File: src/pswc_pkg.sv
// Constants shared by both ends of the power-state and wake controller link.
// Assumes a single 40 MHz clock on both ends and a byte-addressed register map.
package pswc_pkg;

	// ==========================================================
	// Bus widths and register byte addresses
	localparam int unsigned PSWC_ADDR_W = 8;
	localparam int unsigned PSWC_DATA_W = 32;
	localparam logic [7:0] PSWC_ADDR_INTERRUPT_STATUS_REGISTER = 8'h58;
	localparam logic [7:0] PSWC_ADDR_INT_EN = 8'h5c;
	localparam logic [7:0] PSWC_ADDR_WAKE_TEST = 8'h64;
	localparam logic [7:0] PSWC_ADDR_PMC = 8'h84;
	localparam logic [7:0] PSWC_ADDR_PHY_CTRL = 8'ha0;
	localparam logic [7:0] PSWC_ADDR_PHY_MODE = 8'ha4;
	localparam logic [7:0] PSWC_ADDR_PHY_INT_SRC = 8'ha8;

	// ==========================================================
	// Field positions
	localparam int unsigned PSWC_PMC_READY_BIT = 0;
	localparam int unsigned PSWC_PMC_EVENT_EN_BIT = 1;
	localparam int unsigned PSWC_PMC_PULSE_BIT = 2;
	localparam int unsigned PSWC_PMC_WES_LSB = 4;
	localparam int unsigned PSWC_PMC_WF_EN_BIT = 8;
	localparam int unsigned PSWC_PMC_ENERGY_DETECT_WAKE_ENABLE_BIT = 9;
	localparam int unsigned PSWC_PMC_PSS_LSB = 12;
	localparam int unsigned PSWC_INT_PME_BIT = 4;
	localparam int unsigned PSWC_PHY_PD_BIT = 11;
	localparam int unsigned PSWC_PHY_EDPD_BIT = 13;
	localparam int unsigned PSWC_PHY_ENERGY_INT_BIT = 1;

	// ==========================================================
	// Field encodings and fixed values
	localparam logic [1:0] PSWC_PSS_FULL = 2'h0;
	localparam logic [1:0] PSWC_PSS_SLEEP1 = 2'h1;
	localparam logic [1:0] PSWC_PSS_SLEEP2 = 2'h2;
	localparam logic [1:0] PSWC_WES_NONE = 2'h0;
	localparam logic [1:0] PSWC_WES_ENERGY = 2'h1;
	localparam logic [1:0] PSWC_WES_FRAME = 2'h2;
	// Arbitrary pattern returned by the wake test register
	localparam logic [31:0] PSWC_WAKE_TEST_VALUE = 32'h5a5a_0f0f;

	// ==========================================================
	// Timing
	localparam int unsigned PSWC_CLK_PERIOD_NS = 25;
	localparam int unsigned PSWC_EVENT_PULSE_MS = 50;
	localparam int unsigned PSWC_EVENT_PULSE_CYCLES = PSWC_EVENT_PULSE_MS * 1000000 / PSWC_CLK_PERIOD_NS;
	localparam int unsigned PSWC_CNT_W = 22;

	// ==========================================================
	// State encodings
	typedef enum logic [2:0] {
		PSWC_FULL = 3'h1,
		PSWC_SLEEP1 = 3'h2,
		PSWC_SLEEP2 = 3'h4
	} pswc_pstate_e;

	typedef enum logic [1:0] {
		PSWC_H_IDLE = 2'h1,
		PSWC_H_WAIT = 2'h2
	} pswc_hstate_e;

endpackage : pswc_pkg

File: src/pswc_bus_if.sv
// Register bus between the host processor and the power-state controller.
// Assumes both ends share core_clk_in; strobes are one-cycle pulses.
`timescale 1ns/100ps
interface pswc_bus_if;
	import pswc_pkg::*;

	// ==========================================================
	// Host to device
	logic [PSWC_ADDR_W-1:0] addr;
	logic [PSWC_DATA_W-1:0] wdata;
	logic rd_stb;
	logic wr_stb;

	// ==========================================================
	// Device to host
	logic [PSWC_DATA_W-1:0] rdata;
	logic rd_valid;

	modport dev (
		input addr,
		input wdata,
		input rd_stb,
		input wr_stb,
		output rdata,
		output rd_valid
	);

	modport hst (
		output addr,
		output wdata,
		output rd_stb,
		output wr_stb,
		input rdata,
		input rd_valid
	);

endinterface : pswc_bus_if

File: src/pswc_device.sv
// Power-state and wake controller: full power plus two sleep states, clock gating,
// wake detection, event pin, interrupt status and the PHY power-down controls.
// Assumes the host on pswc_bus_if.dev and the wake-frame detector on the same clock.
`timescale 1ns/100ps
module pswc_device
	import pswc_pkg::*;
#(
	parameter int unsigned EVENT_PULSE_CYCLES = PSWC_EVENT_PULSE_CYCLES
) (
	input wire logic core_clk_in,
	input wire logic nrst_in,
	pswc_bus_if.dev bus,
	input wire logic wake_frame_in,
	input wire logic line_energy_present_in,
	output logic event_out,
	output logic irq_out,
	output logic mac_clk_en_out,
	output logic host_clk_en_out,
	output logic int_clk_en_out,
	output logic rx_pm_en_out,
	output logic wake_detect_armed_out,
	output logic phy_powered_down_out,
	output logic phy_reset_out
);

	localparam logic [PSWC_CNT_W-1:0] PULSE_LOAD = PSWC_CNT_W'(EVENT_PULSE_CYCLES);

	// ==========================================================
	// State
	typedef struct packed {
		pswc_pstate_e pstate;
		logic read_seen;
		logic event_en;
		logic pulse_sel;
		logic [1:0] wes;
		logic wf_en;
		logic energy_detect_wake_enable;
		logic int_en;
		logic pme_sts;
		logic sig_q;
		logic [PSWC_CNT_W-1:0] pulse_cnt;
		logic phy_pd;
		logic phy_edpd;
		logic phy_energy_int;
		logic energy_q;
		logic phy_rst;
		logic [2:0] sync;
		logic energy;
		logic rd_valid;
		logic [31:0] rdata;
	} pswc_dev_s;

	pswc_dev_s r;
	pswc_dev_s next_r;

	logic ready;
	logic pme_sig;
	logic wr_ok;
	logic wr_pmc;
	logic [31:0] pmc_view;
	logic [31:0] rd_mux;

	// ==========================================================
	// Derived flags and register read view
	always_comb begin
		ready = (r.pstate == PSWC_FULL);
		// Internal event: source field qualified by the matching enable
		pme_sig = ((r.wes == PSWC_WES_FRAME) && r.wf_en) || ((r.wes == PSWC_WES_ENERGY) && r.energy_detect_wake_enable);
		wr_ok = bus.wr_stb && r.read_seen && ready;
		wr_pmc = wr_ok && (bus.addr == PSWC_ADDR_PMC);
		pmc_view = 32'h0;
		pmc_view[PSWC_PMC_READY_BIT] = ready;
		pmc_view[PSWC_PMC_EVENT_EN_BIT] = r.event_en;
		pmc_view[PSWC_PMC_PULSE_BIT] = r.pulse_sel;
		pmc_view[PSWC_PMC_WES_LSB +: 2] = r.wes;
		pmc_view[PSWC_PMC_WF_EN_BIT] = r.wf_en;
		pmc_view[PSWC_PMC_ENERGY_DETECT_WAKE_ENABLE_BIT] = r.energy_detect_wake_enable;
		pmc_view[PSWC_PMC_PSS_LSB +: 2] = (r.pstate == PSWC_SLEEP1) ? PSWC_PSS_SLEEP1 :
			(r.pstate == PSWC_SLEEP2) ? PSWC_PSS_SLEEP2 : PSWC_PSS_FULL;
		rd_mux = 32'h0;
		// Asleep, everything but the control register reads as zero
		if (bus.addr == PSWC_ADDR_PMC) begin
			rd_mux = pmc_view;
		end else if (ready) begin
			case (bus.addr)
				PSWC_ADDR_WAKE_TEST: begin
					rd_mux = PSWC_WAKE_TEST_VALUE;
				end
				PSWC_ADDR_INTERRUPT_STATUS_REGISTER: begin
					rd_mux[PSWC_INT_PME_BIT] = r.pme_sts;
				end
				PSWC_ADDR_INT_EN: begin
					rd_mux[PSWC_INT_PME_BIT] = r.int_en;
				end
				PSWC_ADDR_PHY_CTRL: begin
					rd_mux[PSWC_PHY_PD_BIT] = r.phy_pd;
				end
				PSWC_ADDR_PHY_MODE: begin
					rd_mux[PSWC_PHY_EDPD_BIT] = r.phy_edpd;
				end
				PSWC_ADDR_PHY_INT_SRC: begin
					rd_mux[PSWC_PHY_ENERGY_INT_BIT] = r.phy_energy_int;
				end
				default: begin
					rd_mux = 32'h0;
				end
			endcase
		end
	end

	// ==========================================================
	// Next-state logic
	always_comb begin
		next_r = r;
		next_r.phy_rst = 1'b0;
		// Energy pin: three stages, accepted when the last two agree
		next_r.sync = {r.sync[1:0], line_energy_present_in};
		if (r.sync[1] == r.sync[2]) begin
			next_r.energy = r.sync[2];
		end
		// Read port answers one cycle after the strobe
		next_r.rd_valid = bus.rd_stb;
		if (bus.rd_stb) begin
			next_r.rdata = rd_mux;
			next_r.read_seen = 1'b1;
		end
		// Register writes, only when awake and after a read
		if (wr_pmc) begin
			next_r.event_en = bus.wdata[PSWC_PMC_EVENT_EN_BIT];
			next_r.pulse_sel = bus.wdata[PSWC_PMC_PULSE_BIT];
			next_r.wes = r.wes & ~bus.wdata[PSWC_PMC_WES_LSB +: 2]; // Write one to clear
			next_r.wf_en = bus.wdata[PSWC_PMC_WF_EN_BIT];
			next_r.energy_detect_wake_enable = bus.wdata[PSWC_PMC_ENERGY_DETECT_WAKE_ENABLE_BIT];
			case (bus.wdata[PSWC_PMC_PSS_LSB +: 2])
				PSWC_PSS_SLEEP1: begin
					next_r.pstate = PSWC_SLEEP1;
				end
				PSWC_PSS_SLEEP2: begin
					next_r.pstate = PSWC_SLEEP2;
				end
				default: begin
					next_r.pstate = r.pstate;
				end
			endcase
		end
		if (wr_ok && (bus.addr == PSWC_ADDR_INT_EN)) begin
			next_r.int_en = bus.wdata[PSWC_INT_PME_BIT];
		end
		if (wr_ok && (bus.addr == PSWC_ADDR_PHY_CTRL)) begin
			next_r.phy_pd = bus.wdata[PSWC_PHY_PD_BIT];
			next_r.phy_rst = r.phy_pd && !bus.wdata[PSWC_PHY_PD_BIT];
		end
		if (wr_ok && (bus.addr == PSWC_ADDR_PHY_MODE)) begin
			next_r.phy_edpd = bus.wdata[PSWC_PHY_EDPD_BIT];
		end
		if (wr_ok && (bus.addr == PSWC_ADDR_PHY_INT_SRC) && bus.wdata[PSWC_PHY_ENERGY_INT_BIT]) begin
			next_r.phy_energy_int = 1'b0;
		end
		// Any write to the wake test register ends sleep; the bus is idle then
		if (bus.wr_stb && !ready && (bus.addr == PSWC_ADDR_WAKE_TEST)) begin
			next_r.pstate = PSWC_FULL;
			next_r.read_seen = 1'b0;
		end
		// Wake detection; level based, so carrier present at entry counts at once
		if ((r.pstate == PSWC_SLEEP1) && wake_frame_in) begin
			next_r.wes = PSWC_WES_FRAME;
		end
		if ((r.pstate == PSWC_SLEEP2) && r.energy) begin
			next_r.wes = PSWC_WES_ENERGY;
		end
		// Energy interrupt flag on energy arrival; set beats clear
		next_r.energy_q = r.energy;
		if (r.phy_edpd && r.energy && !r.energy_q) begin
			next_r.phy_energy_int = 1'b1;
		end
		// Interrupt status: write one clears only once the event is gone
		if (wr_ok && (bus.addr == PSWC_ADDR_INTERRUPT_STATUS_REGISTER) && bus.wdata[PSWC_INT_PME_BIT]) begin
			next_r.pme_sts = 1'b0;
		end
		if (pme_sig) begin
			next_r.pme_sts = 1'b1;
		end
		// Pulse timer starts on each new event
		next_r.sig_q = pme_sig;
		if (pme_sig && !r.sig_q) begin
			next_r.pulse_cnt = PULSE_LOAD;
		end else if (r.pulse_cnt != '0) begin
			next_r.pulse_cnt = r.pulse_cnt - PSWC_CNT_W'(1);
		end
	end

	// ==========================================================
	// State register
	always_ff @(posedge core_clk_in or negedge nrst_in) begin
		if (!nrst_in) begin
			r <= '{pstate: PSWC_FULL, wes: PSWC_WES_NONE, default: '0};
		end else begin
			r <= next_r;
		end
	end

	// ==========================================================
	// Outputs
	assign bus.rdata = r.rdata;
	assign bus.rd_valid = r.rd_valid;
	// Pin follows the event and its enable, so clearing the source field or the enable releases it; clearing the status bit does not
	assign event_out = pme_sig && r.event_en && (!r.pulse_sel || (r.pulse_cnt != '0));
	assign irq_out = r.pme_sts && r.int_en;
	assign mac_clk_en_out = (r.pstate == PSWC_FULL);
	assign host_clk_en_out = (r.pstate == PSWC_FULL);
	assign int_clk_en_out = (r.pstate != PSWC_SLEEP2);
	assign rx_pm_en_out = (r.pstate != PSWC_SLEEP2);
	assign wake_detect_armed_out = (r.pstate == PSWC_SLEEP1);
	// Management interface stays alive in both power-down modes
	assign phy_powered_down_out = r.phy_pd || (r.phy_edpd && !r.energy);
	assign phy_reset_out = r.phy_rst;

endmodule : pswc_device

File: src/flat_wrapper.sv
// flat-port wrapper written by rule: the top's interface ports become plain ports
module pswc_device_flat import pswc_pkg::*;
#(
	parameter int unsigned EVENT_PULSE_CYCLES = PSWC_EVENT_PULSE_CYCLES
)
  (core_clk_in, nrst_in, wake_frame_in, line_energy_present_in, event_out, irq_out, mac_clk_en_out, host_clk_en_out, int_clk_en_out, rx_pm_en_out, wake_detect_armed_out, phy_powered_down_out, phy_reset_out, bus_addr, bus_wdata, bus_rd_stb, bus_wr_stb, bus_rdata, bus_rd_valid);
  pswc_bus_if bus_i ();
  input wire logic core_clk_in;
  input wire logic nrst_in;
  input wire logic wake_frame_in;
  input wire logic line_energy_present_in;
  output logic event_out;
  output logic irq_out;
  output logic mac_clk_en_out;
  output logic host_clk_en_out;
  output logic int_clk_en_out;
  output logic rx_pm_en_out;
  output logic wake_detect_armed_out;
  output logic phy_powered_down_out;
  output logic phy_reset_out;
  input wire logic [$bits(bus_i.addr)-1:0] bus_addr;
  input wire logic [$bits(bus_i.wdata)-1:0] bus_wdata;
  input wire logic [$bits(bus_i.rd_stb)-1:0] bus_rd_stb;
  input wire logic [$bits(bus_i.wr_stb)-1:0] bus_wr_stb;
  output wire logic [$bits(bus_i.rdata)-1:0] bus_rdata;
  output wire logic [$bits(bus_i.rd_valid)-1:0] bus_rd_valid;
  assign bus_i.addr = bus_addr;
  assign bus_i.wdata = bus_wdata;
  assign bus_i.rd_stb = bus_rd_stb;
  assign bus_i.wr_stb = bus_wr_stb;
  assign bus_rdata = bus_i.rdata;
  assign bus_rd_valid = bus_i.rd_valid;
  pswc_device #(.EVENT_PULSE_CYCLES(EVENT_PULSE_CYCLES)) u_core (.core_clk_in(core_clk_in), .nrst_in(nrst_in), .bus(bus_i), .wake_frame_in(wake_frame_in), .line_energy_present_in(line_energy_present_in), .event_out(event_out), .irq_out(irq_out), .mac_clk_en_out(mac_clk_en_out), .host_clk_en_out(host_clk_en_out), .int_clk_en_out(int_clk_en_out), .rx_pm_en_out(rx_pm_en_out), .wake_detect_armed_out(wake_detect_armed_out), .phy_powered_down_out(phy_powered_down_out), .phy_reset_out(phy_reset_out));
endmodule
File: config.mk
export PLATFORM = sky130hd
export DESIGN_NAME = pswc_device_flat
export DESIGN_NICKNAME = d
export VERILOG_FILES = /design/src/pswc_pkg.sv /design/src/pswc_bus_if.sv /design/src/pswc_device.sv /design/src/flat_wrapper.sv
export SDC_FILE = /design/constraint.sdc
export NUM_CORES = 1
export LEC_CHECK = 0
export BUFFER_PORTS_ARGS = -buffer_cell sky130_fd_sc_hd__buf_4
export CORE_ASPECT_RATIO = 0.7
export CORE_MARGIN = 2
export CORE_UTILIZATION = 44
export DETAILED_ROUTE_END_ITERATION = 16
export GPL_TIMING_DRIVEN = 0
export PLACE_DENSITY_LB_ADDON = 0.3
export SYNTH_ARGS = -nofsm -noshare
export SYNTH_HDL_FRONTEND = slang
export SYNTH_SLANG_ARGS = --single-unit
File: constraint.sdc
create_clock -name core_clk_in -period 5 [get_ports core_clk_in]
set_input_delay 0.75 -clock core_clk_in [delete_from_list [all_inputs] [get_ports core_clk_in]]
set_output_delay 0.75 -clock core_clk_in [all_outputs]
set_load 0.1 [all_outputs]
=== Word level (Yosys, flattened, before mapping) ===
Index checks and enable logic that the tools add are counted.

* Output and inout port bits: 42
* Bits in registers: 77
* Input port bits: 46
* Logic and storage cells: 107

* Add/sub/neg operators: 1
* Muxes and demuxes: 26
* Eq/ne operators: 16
* Reductions and logical operators: 42
* Bitwise logic cells: 2

{| class="wikitable"
|+ Operator list
! operator !! count
|-
| 2-to-1 mux 32 bit || 2
|-
| 2-to-1 mux 22 bit || 2
|-
| == test 8 bit, second input constant || 4
|-
| == test 8 x 7 -> 1 bit, second input constant || 3
|-
| logical AND 1 bit || 24
|-
| nonzero test 22 bit || 1
|-
| subtractor 22 x 1 -> 22 bit, second input constant || 1
|-
| 2-to-1 mux 17 bit || 1
|-
| 2-to-1 mux 2 bit || 5
|-
| nonzero test 2 bit || 5
|-
| 2-to-1 mux 1 bit || 8
|-
| 2-to-1 mux 4 bit || 2
|-
| zero test 1 bit || 6
|-
| 2-to-1 mux 6 bit || 1
|-
| one-hot mux 1 bit (2 select lines) || 3
|-
| one-hot mux 3 bit (2 select lines) || 1
|-
| nonzero test 3 bit || 2
|-
| == test 2 x 1 -> 1 bit, second input constant || 2
|-
| == test 2 bit, second input constant || 2
|-
| == test 3 x 1 -> 1 bit, second input constant || 1
|-
| == test 3 x 2 -> 1 bit, second input constant || 1
|-
| == test 3 bit, second input constant || 1
|-
| logical OR 1 bit || 3
|-
| 2-to-1 mux 3 bit || 1
|-
| other kinds (5) || 5
|}

=== Longest topological paths before layout ===
Gate-level depths: netlist (run 1).

* Word-level depth: 6
* Mapped depth: 7
* Mapped depth without buffers: 7

=== Worst setup path after synthesis (run 1) ===
OpenSTA, ideal clock, no wires.

* Path kind: reg-to-output
* From: register u_core.r[76] in the netlist's numbering
* To: output wake_detect_armed_out
* Cell stages (with the launch flop): 2
* Arrival: 2.775 ns
* Buffers on the path: 0
* Required time: 4.250 ns
* Setup slack: 1.475 ns
* Cell sequence: dfrtp_1 > nor3b_1

* Cells in the longest elaborated chain, start to end: 1

{| class="wikitable"
|+ RTL lines
! what !! RTL line !! RTL
|-
| start, declared || pswc_device.sv:53 || <nowiki>pswc_dev_s r;</nowiki>
|-
| start signal, assigned || pswc_device.sv:198 || <nowiki>r <= next_r;</nowiki>
|-
| == test 3 x 2 -> 1 bit || pswc_device.sv:213 || <nowiki>assign wake_detect_armed_out = (r.pstate == PSWC_SLEEP1);</nowiki>
|-
| end, declared || flat_wrapper.sv:18 || <nowiki>output logic wake_detect_armed_out;</nowiki>
|}

No other way between the ends.

=== Worst setup path in the final report (run 1) ===
* From: register u_core.r[54] in the netlist's numbering
* To: output event_out

* Cells in the longest elaborated chain, start to end: 3

{| class="wikitable"
|+ RTL lines
! what !! RTL line !! RTL
|-
| nonzero test 22 bit || pswc_device.sv:207 || <nowiki>assign event_out = pme_sig && r.event_en && (!r.pulse_sel || (r.pulse_cnt != '0));</nowiki>
|-
| logical OR 1 bit || pswc_device.sv:207 ||
|-
| logical AND 1 bit || pswc_device.sv:207 ||
|-
| end, declared || flat_wrapper.sv:12 || <nowiki>output logic event_out;</nowiki>
|}

No other way between the ends.

==> flow_metrics.env, run 1 <==
export IMPL_die_h_um=73.1
export IMPL_dp_hpwl_mm=4.82
export IMPL_synth_area_per_cell_um2=9.91
export IMPL_synthSimpleGateAreaFrac_pct=22.0
export IMPL_grt_pass1_wl_mm=10.6
export IMPL_cts_root_buf="clkbuf_8"
export IMPL_rows=25
export IMPL_relSlewSlack_pct=53.6
export IMPL_finalSetupViolations=0
export IMPL_antenna_left=0
export IMPL_cts_tree="built"
export IMPL_grt_pass1_vias=2193
export IMPL_fin_skew_ps=15.5
export IMPL_min_period_ps=3210
export IMPL_yosysTopAreaCellShare_pct=45.9
export IMPL_grt_overflow_total=0
export IMPL_cts_sinks=56
export IMPL_period_share_pct=64.3
export IMPL_p_leak_uw=0.00172
export IMPL_yosys_warnings=0
export IMPL_antenna_found_initial=0
export IMPL_status="finished clean"
export IMPL_hp_class="flop to flop"
export IMPL_endpoint_kind="output port"
export IMPL_worst_pin_slew_ps=696
export IMPL_synth_async_sr_flop_share_pct=100
export IMPL_syn_cell_area_um2=3000
export IMPL_cp_required_ps=4250
export IMPL_synth_mux_area_share_pct=3.38
export IMPL_cap_violations=0
export IMPL_maxSlewViolCount=0
export IMPL_syn_inst=303
export IMPL_crit_chain="or4_4 > nand2b_1 > buf_2 > nor3_1 > a21oi_1 > buf_4"
export IMPL_vias=2430
export IMPL_drive_gt1_share_pct=31.8
export IMPL_wl_mm=6.62
export IMPL_critPathKind="flop to output port"
export IMPL_synth_area_top_cells="dfrtp_1 46%, buf_4 8.5%, mux2_2 3.4%"
export IMPL_numCtsBuffers=5
export IMPL_dr_pass1_iters=4
export IMPL_die_area_um2=7510
export IMPL_clk_path_buf_depth=2
export IMPL_placedCellCount=460
export IMPL_hold_viol_final=0
export IMPL_synth_compound_gate_area_share_pct=12.8
export IMPL_finalNetCount=420
export IMPL_critPathMaxFanout=10
export IMPL_powerDensity_nw_per_um2=391
export IMPL_route_detailed_drc=0
export IMPL_htree_num_levels=2
export IMPL_arrival_ps=2460
export IMPL_slowest_delay_ps=580
export IMPL_worstSetupStartpointType="flop"
export IMPL_drt_initial_drc_count=130
export IMPL_critPathBufInv=2
export IMPL_avgViaCountPerCell=5.19
export IMPL_area_delta_synth_final_pct=22.3
export IMPL_synth_fa_ha_area_share_pct=0.750
export IMPL_antenna_cells=0
export IMPL_track_usage_pct=18.2
export IMPL_synth_largest_area_cell="dfrtp_1"
export IMPL_final_cells=468
export IMPL_rsz0062_at_grt="no"
export IMPL_hold_slack_ps=357
export IMPL_ys_types=57
export IMPL_start_util_pct=45.1
export IMPL_fmax_mhz=311
export IMPL_synthXorXnorAreaFrac_pct=3.21
export IMPL_ios=88
export IMPL_yosysSeqAreaShare_pct=46.7
export IMPL_wl_per_cell_um=14.1
export IMPL_portBuffers=52
export IMPL_post_cts_resized=0
export IMPL_timing_setup_tns_ps=0
export IMPL_synth_main_ff_cell="dfrtp_1"
export IMPL_crit_family="simple AND/OR/NAND/NOR gates"
export IMPL_path_clk_slew_ps=110
export IMPL_die_x_um=103
export IMPL_clk_latency_ps=320
export IMPL_gp_congestion=0.839
export IMPL_synth_edff_count=0
export IMPL_cts_setup_buffers=0
export IMPL_grt_max_degree=57
export IMPL_cp_slowest_cell="or4_4"
export IMPL_cts_hold_buf=0
export IMPL_fin_util_pct=55.1
export IMPL_synth_seq_cells=56
export IMPL_ir_worst_vdd_v=0.000167
export IMPL_synth_top_family_by_area="simple AND/OR/NAND/NOR gates"
export IMPL_core_um2=6660
final cells by class:
| class | count | area [um^2] |
|---|---|---|
| inverter | 10 | 37.5 |
| buffer | 42 | 295 |
| timing repair buffer | 52 | 390 |
| clock buffer | 6 | 82.6 |
| tap | 94 | 118 |
| clock inverter | 2 | 38.8 |
| fill | 599 | 2990 |
| sequential | 56 | 1400 |
| multi-input combinational | 206 | 1310 |
logic make-up after synthesis:
kind of cell               after synthesis
and+or+nand+nor                        115
muxes                                    9
buffers and inverters                   52
AOI/OAI and AO/OA                       57
xor gates and xnor gates                11
adders and majority gates                2
other                                    1
DFF                                     56
worst reg2reg max path: cells and delay by family, from the launching register on:
family | cells | cell delay [ps]
AND/OR/NAND/NOR | 3 | 550
AO/OA/AOI/OAI | 1 | 460
buffers and inverters | 2 | 510
adder cells (fa/ha/maj) | 1 | 250
flip-flops | 1 | 440
sequential cells by signal, summed over array words and instances (netlist names):
signal and count:
u_core.bus.rdata 11, u_core.bus.rd_valid 1, u_core.next_r 3, u_core.r 34, u_core.phy_reset_out 1, u_core.pmc_view 6
layout by cell type (no fill, tap or decap), types with 7 or more instances in the layout:
cell type,Yosys,routed
nor3_1,13,13
inv_1,10,10
conb_1,1,12
buf_4,34,86
dfrtp_1,55,55
o21ai_0,9,9
mux2_2,9,9
nand3_1,8,8
or3_1,9,9
nand2_1,20,20
a21oi_1,17,17
xor2_1,7,7
nor2_1,23,23
power by group:
| group | internal [uW] | switching, uW |
|---|---|---|
| sequential | 541 | 91.0 |
| clock | 164 | 151 |
| combinational | 174 | 315 |
| total | 879 | 557 |
path summary, 6_finish.rpt:
kind,start,end,slack (ps),cells past startpoint
worst max-delay path,u_core.r[54],event_out,1790,6
worst min-delay path,u_core.next_r[35],u_core.next_r[36],360,0
worst max register to register,u_core.r[42],u_core.r[59],2670,7
worst min register to register,u_core.next_r[35],u_core.next_r[36],360,0
max in group asynchronous,nrst_in,u_core.r[52],4060,1
min in group asynchronous,nrst_in,u_core.r[58],460,1
Yosys cell counts (5+ instances only):
cell	instances
dfrtp_1	55
buf_4	34
nor2_1	23
nand2_1	20
a21oi_1	17
nor3_1	13
inv_1	10
mux2_2	9
o21ai_0	9
or3_1	9
nand3_1	8
xor2_1	7
clkbuf_1	5
nand2b_1	5
nand4_1	5
per-layer routing:
layer	vias up	wire (um)	track usage, %
met4	0	75	6.52
met2	82	2830	26.1
met3	6	384	4.02
li1	1183	-	-
met5	-	0	0
met1	1159	3320	27.1
stage by stage:
step / cell area (um^2) / power, uW / setup slack, ps
finish: 3670 / 1440 / 1790
global route: 3670 / 1520 / 1620
CTS: 3670 / 1440 / 1780
detailed placement: 3550 / 1120 / 2150
global placement: 3550 / 1100 / 2150
floorplan: 3040 / 994 / 1470
Note: power is estimated with default switching activity, not from simulation.
==> inputs of run 2 (changes only) <==
ABC_AREA = 1   (was unset)
clock period = 3.3 ns   (was 5 ns; I/O delays follow)
==> run 2 against run 1 <==
Compared with the run above:
- synthesized cell count up 37%
- cell count up 24%
- core utilization grew 0.56 points
- setup slack got worse by 1100 ps
- global-route usage increased by 1.0 points
- wire length up 12%
- sequential share of layout area is 1.8 points lower
- non-clock buffer count decreased by 4
- largest power group unchanged
- highest routed layer unchanged
==> flow_metrics.env, run 2 <==
export IMPL_rsz0062_at_grt="no"
export IMPL_critPathKind="flop to output port"
export IMPL_grt_overflow_total=0
export IMPL_post_cts_resized=0
export IMPL_largest_reg_flops=34
export IMPL_die_x_um=106
export IMPL_powerDensity_nw_per_um2=439
export IMPL_route_detailed_drc=0
export IMPL_regMostFlops="u_core.r"
export IMPL_portBuffers=52
export IMPL_yosysTopAreaCellShare_pct=42.9
export IMPL_synth_seq_cells=56
export IMPL_layout_common_cells="92 x nand2_1, 86 x buf_4, 55 x dfrtp_1"
export IMPL_status="finished clean"
export IMPL_synth_main_ff_cell="dfrtp_1"
export IMPL_worst_pin_slew_ps=702
export IMPL_ir_worst_vdd_v=0.000346
export IMPL_fmax_mhz=377
export IMPL_vias=2819
export IMPL_finalNetCount=533
export IMPL_syn_cell_area_um2=3210
export IMPL_core_um2=6910
export IMPL_antenna_cells=0
export IMPL_cts_root_buf="clkbuf_8"
export IMPL_yosysSeqAreaShare_pct=43.8
export IMPL_synth_largest_area_cell="dfrtp_1"
export IMPL_crit_family="buffers and inverters"
export IMPL_rows=25
export IMPL_cp_required_ps=2800
export IMPL_synth_area_top_cells="dfrtp_1 43%, nand2_1 11%, buf_4 8.0%"
export IMPL_cts_hold_buf=0
export IMPL_antenna_found_initial=0
export IMPL_cts_sinks=56
export IMPL_final_common_cell="nand2_1"
export IMPL_clk_latency_ps=310
export IMPL_maxSlewViolCount=0
export IMPL_slowest_delay_ps=400
export IMPL_critPathBufInv=4
export IMPL_period_share_pct=80.5
export IMPL_worstSetupStartpointType="flop"
export IMPL_cts_setup_buffers=0
export IMPL_ios=88
export IMPL_cp_slowest_cell="dfrtp_1"
export IMPL_yosysMostFrequentCell="nand2_1"
export IMPL_synth_common_cells="92 x nand2_1, 55 x dfrtp_1, 54 x inv_1"
export IMPL_fin_area_um2=3850
export IMPL_synth_area_per_cell_um2=7.71
export IMPL_grt_max_degree=57
export IMPL_drt_initial_drc_count=174
export IMPL_final_cells=581
export IMPL_antenna_left=0
export IMPL_p_leak_uw=0.00201
export IMPL_fin_skew_ps=8.80
export IMPL_synth_edff_count=0
export IMPL_dr_pass1_iters=5
export IMPL_dpl_cell_area_um2=3750
export IMPL_min_period_ps=2660
export IMPL_cts_tree="built"
export IMPL_gp_congestion=0.896
export IMPL_yosys_warnings=0
export IMPL_crit_chain="inv_1 > ha_1 > nand2_2 > nor2_4 > nand3_4 > buf_6 > inv_1 > a21oi_1 > buf_4"
export IMPL_hp_class="input port to asynchronous set/reset pin"
export IMPL_wl_per_cell_um=12.7
export IMPL_drive_gt1_share_pct=24.0
export IMPL_cap_violations=0
export IMPL_dp_slack_ps=994
export IMPL_area_delta_synth_final_pct=20.1
export IMPL_path_clk_slew_ps=100
export IMPL_die_h_um=75.4
export IMPL_track_usage_pct=19.2
export IMPL_placedCellCount=573
export IMPL_synth_async_sr_flop_share_pct=100
export IMPL_avgViaCountPerCell=4.85
export IMPL_die_area_um2=8000
export IMPL_relSlewSlack_pct=53.2
export IMPL_wl_mm=7.39
export IMPL_r2r_setup_slack_ps=1540
export IMPL_finalSetupViolations=0
export IMPL_ys_types=36
export IMPL_start_util_pct=46.4
export IMPL_critPathMaxFanout=10
export IMPL_dp_hpwl_mm=5.76
export IMPL_finalWorstSetupSlack_ps=645
export IMPL_grt_pass1_wl_mm=12.1
export IMPL_endpoint_kind="output port"
export IMPL_clk_path_buf_depth=2
export IMPL_timing_setup_tns_ps=0
export IMPL_syn_inst=416
export IMPL_arrival_ps=2160
export IMPL_hold_viol_final=0
export IMPL_htree_num_levels=2
export IMPL_cpMostUsedCell="inv_1"
export IMPL_grt_pass1_vias=2503
export IMPL_numCtsBuffers=5
export IMPL_fin_util_pct=55.7
run 2: cells by family after synthesis:
| logic type | count (synthesis) | synth area share [%] |
|---|---|---|
| compound gates | 44 | 7.53 |
| xor+xnor | 4 | 1.09 |
| fa+ha+maj | 2 | 0.703 |
| buf+inv | 94 | 15.6 |
| flops | 56 | 43.8 |
| other cells | 1 | 0.117 |
| simple gates | 215 | 31.2 |
run 2: routing by layer:
metal | vias to the layer above | wire [um] | part of all wire [%] | track usage [%]
met5 | - | 0 | 0 | 0
met4 | 0 | 58 | 0.78 | 4.53
met3 | 6 | 515 | 7.0 | 2.91
met2 | 100 | 3110 | 42 | 28.2
met1 | 1297 | 3710 | 50 | 30.0
li1 | 1416 | - | - | -
run 2: final cells by class:
type | instances | area [um^2]
Buffer | 38 | 285
Clock buffer | 7 | 86.3
Clock inverter | 1 | 7.51
Fill cell | 671 | 3060
Inverter | 56 | 215
Multi-Input combinational cell | 277 | 1340
Sequential cell | 56 | 1400
Tap cell | 94 | 118
Timing Repair Buffer | 52 | 390
run 2: path summary, 6_finish.rpt:
kind / start / endpoint / cells after the start
max in group asynchronous: nrst_in / u_core.r[55] / 1
worst min-delay path: nrst_in / u_core.r[40] / 1
worst max-delay path: u_core.r[42] / event_out / 9
min in group core_clk_in: line_energy_present_in / u_core.next_r[35] / 1
worst min register to register: u_core.next_r[35] / u_core.next_r[36] / 0
worst max register to register: u_core.r[42] / u_core.r[43] / 8
run 2: report_power, final:
part           leakage [uW]  internal, uW  switching [uW]
Combinational       0.00130           144             338
Clock             0.0000445           171             227
Sequential         0.000665           749            57.5
run 2: stage by stage:
stage               hold WS, ps  power (uW)
global route                264        1780
global placement            339        1290
finish                      231        1690
detailed placement          339        1300
CTS                         256        1690
floorplan                   199        1180
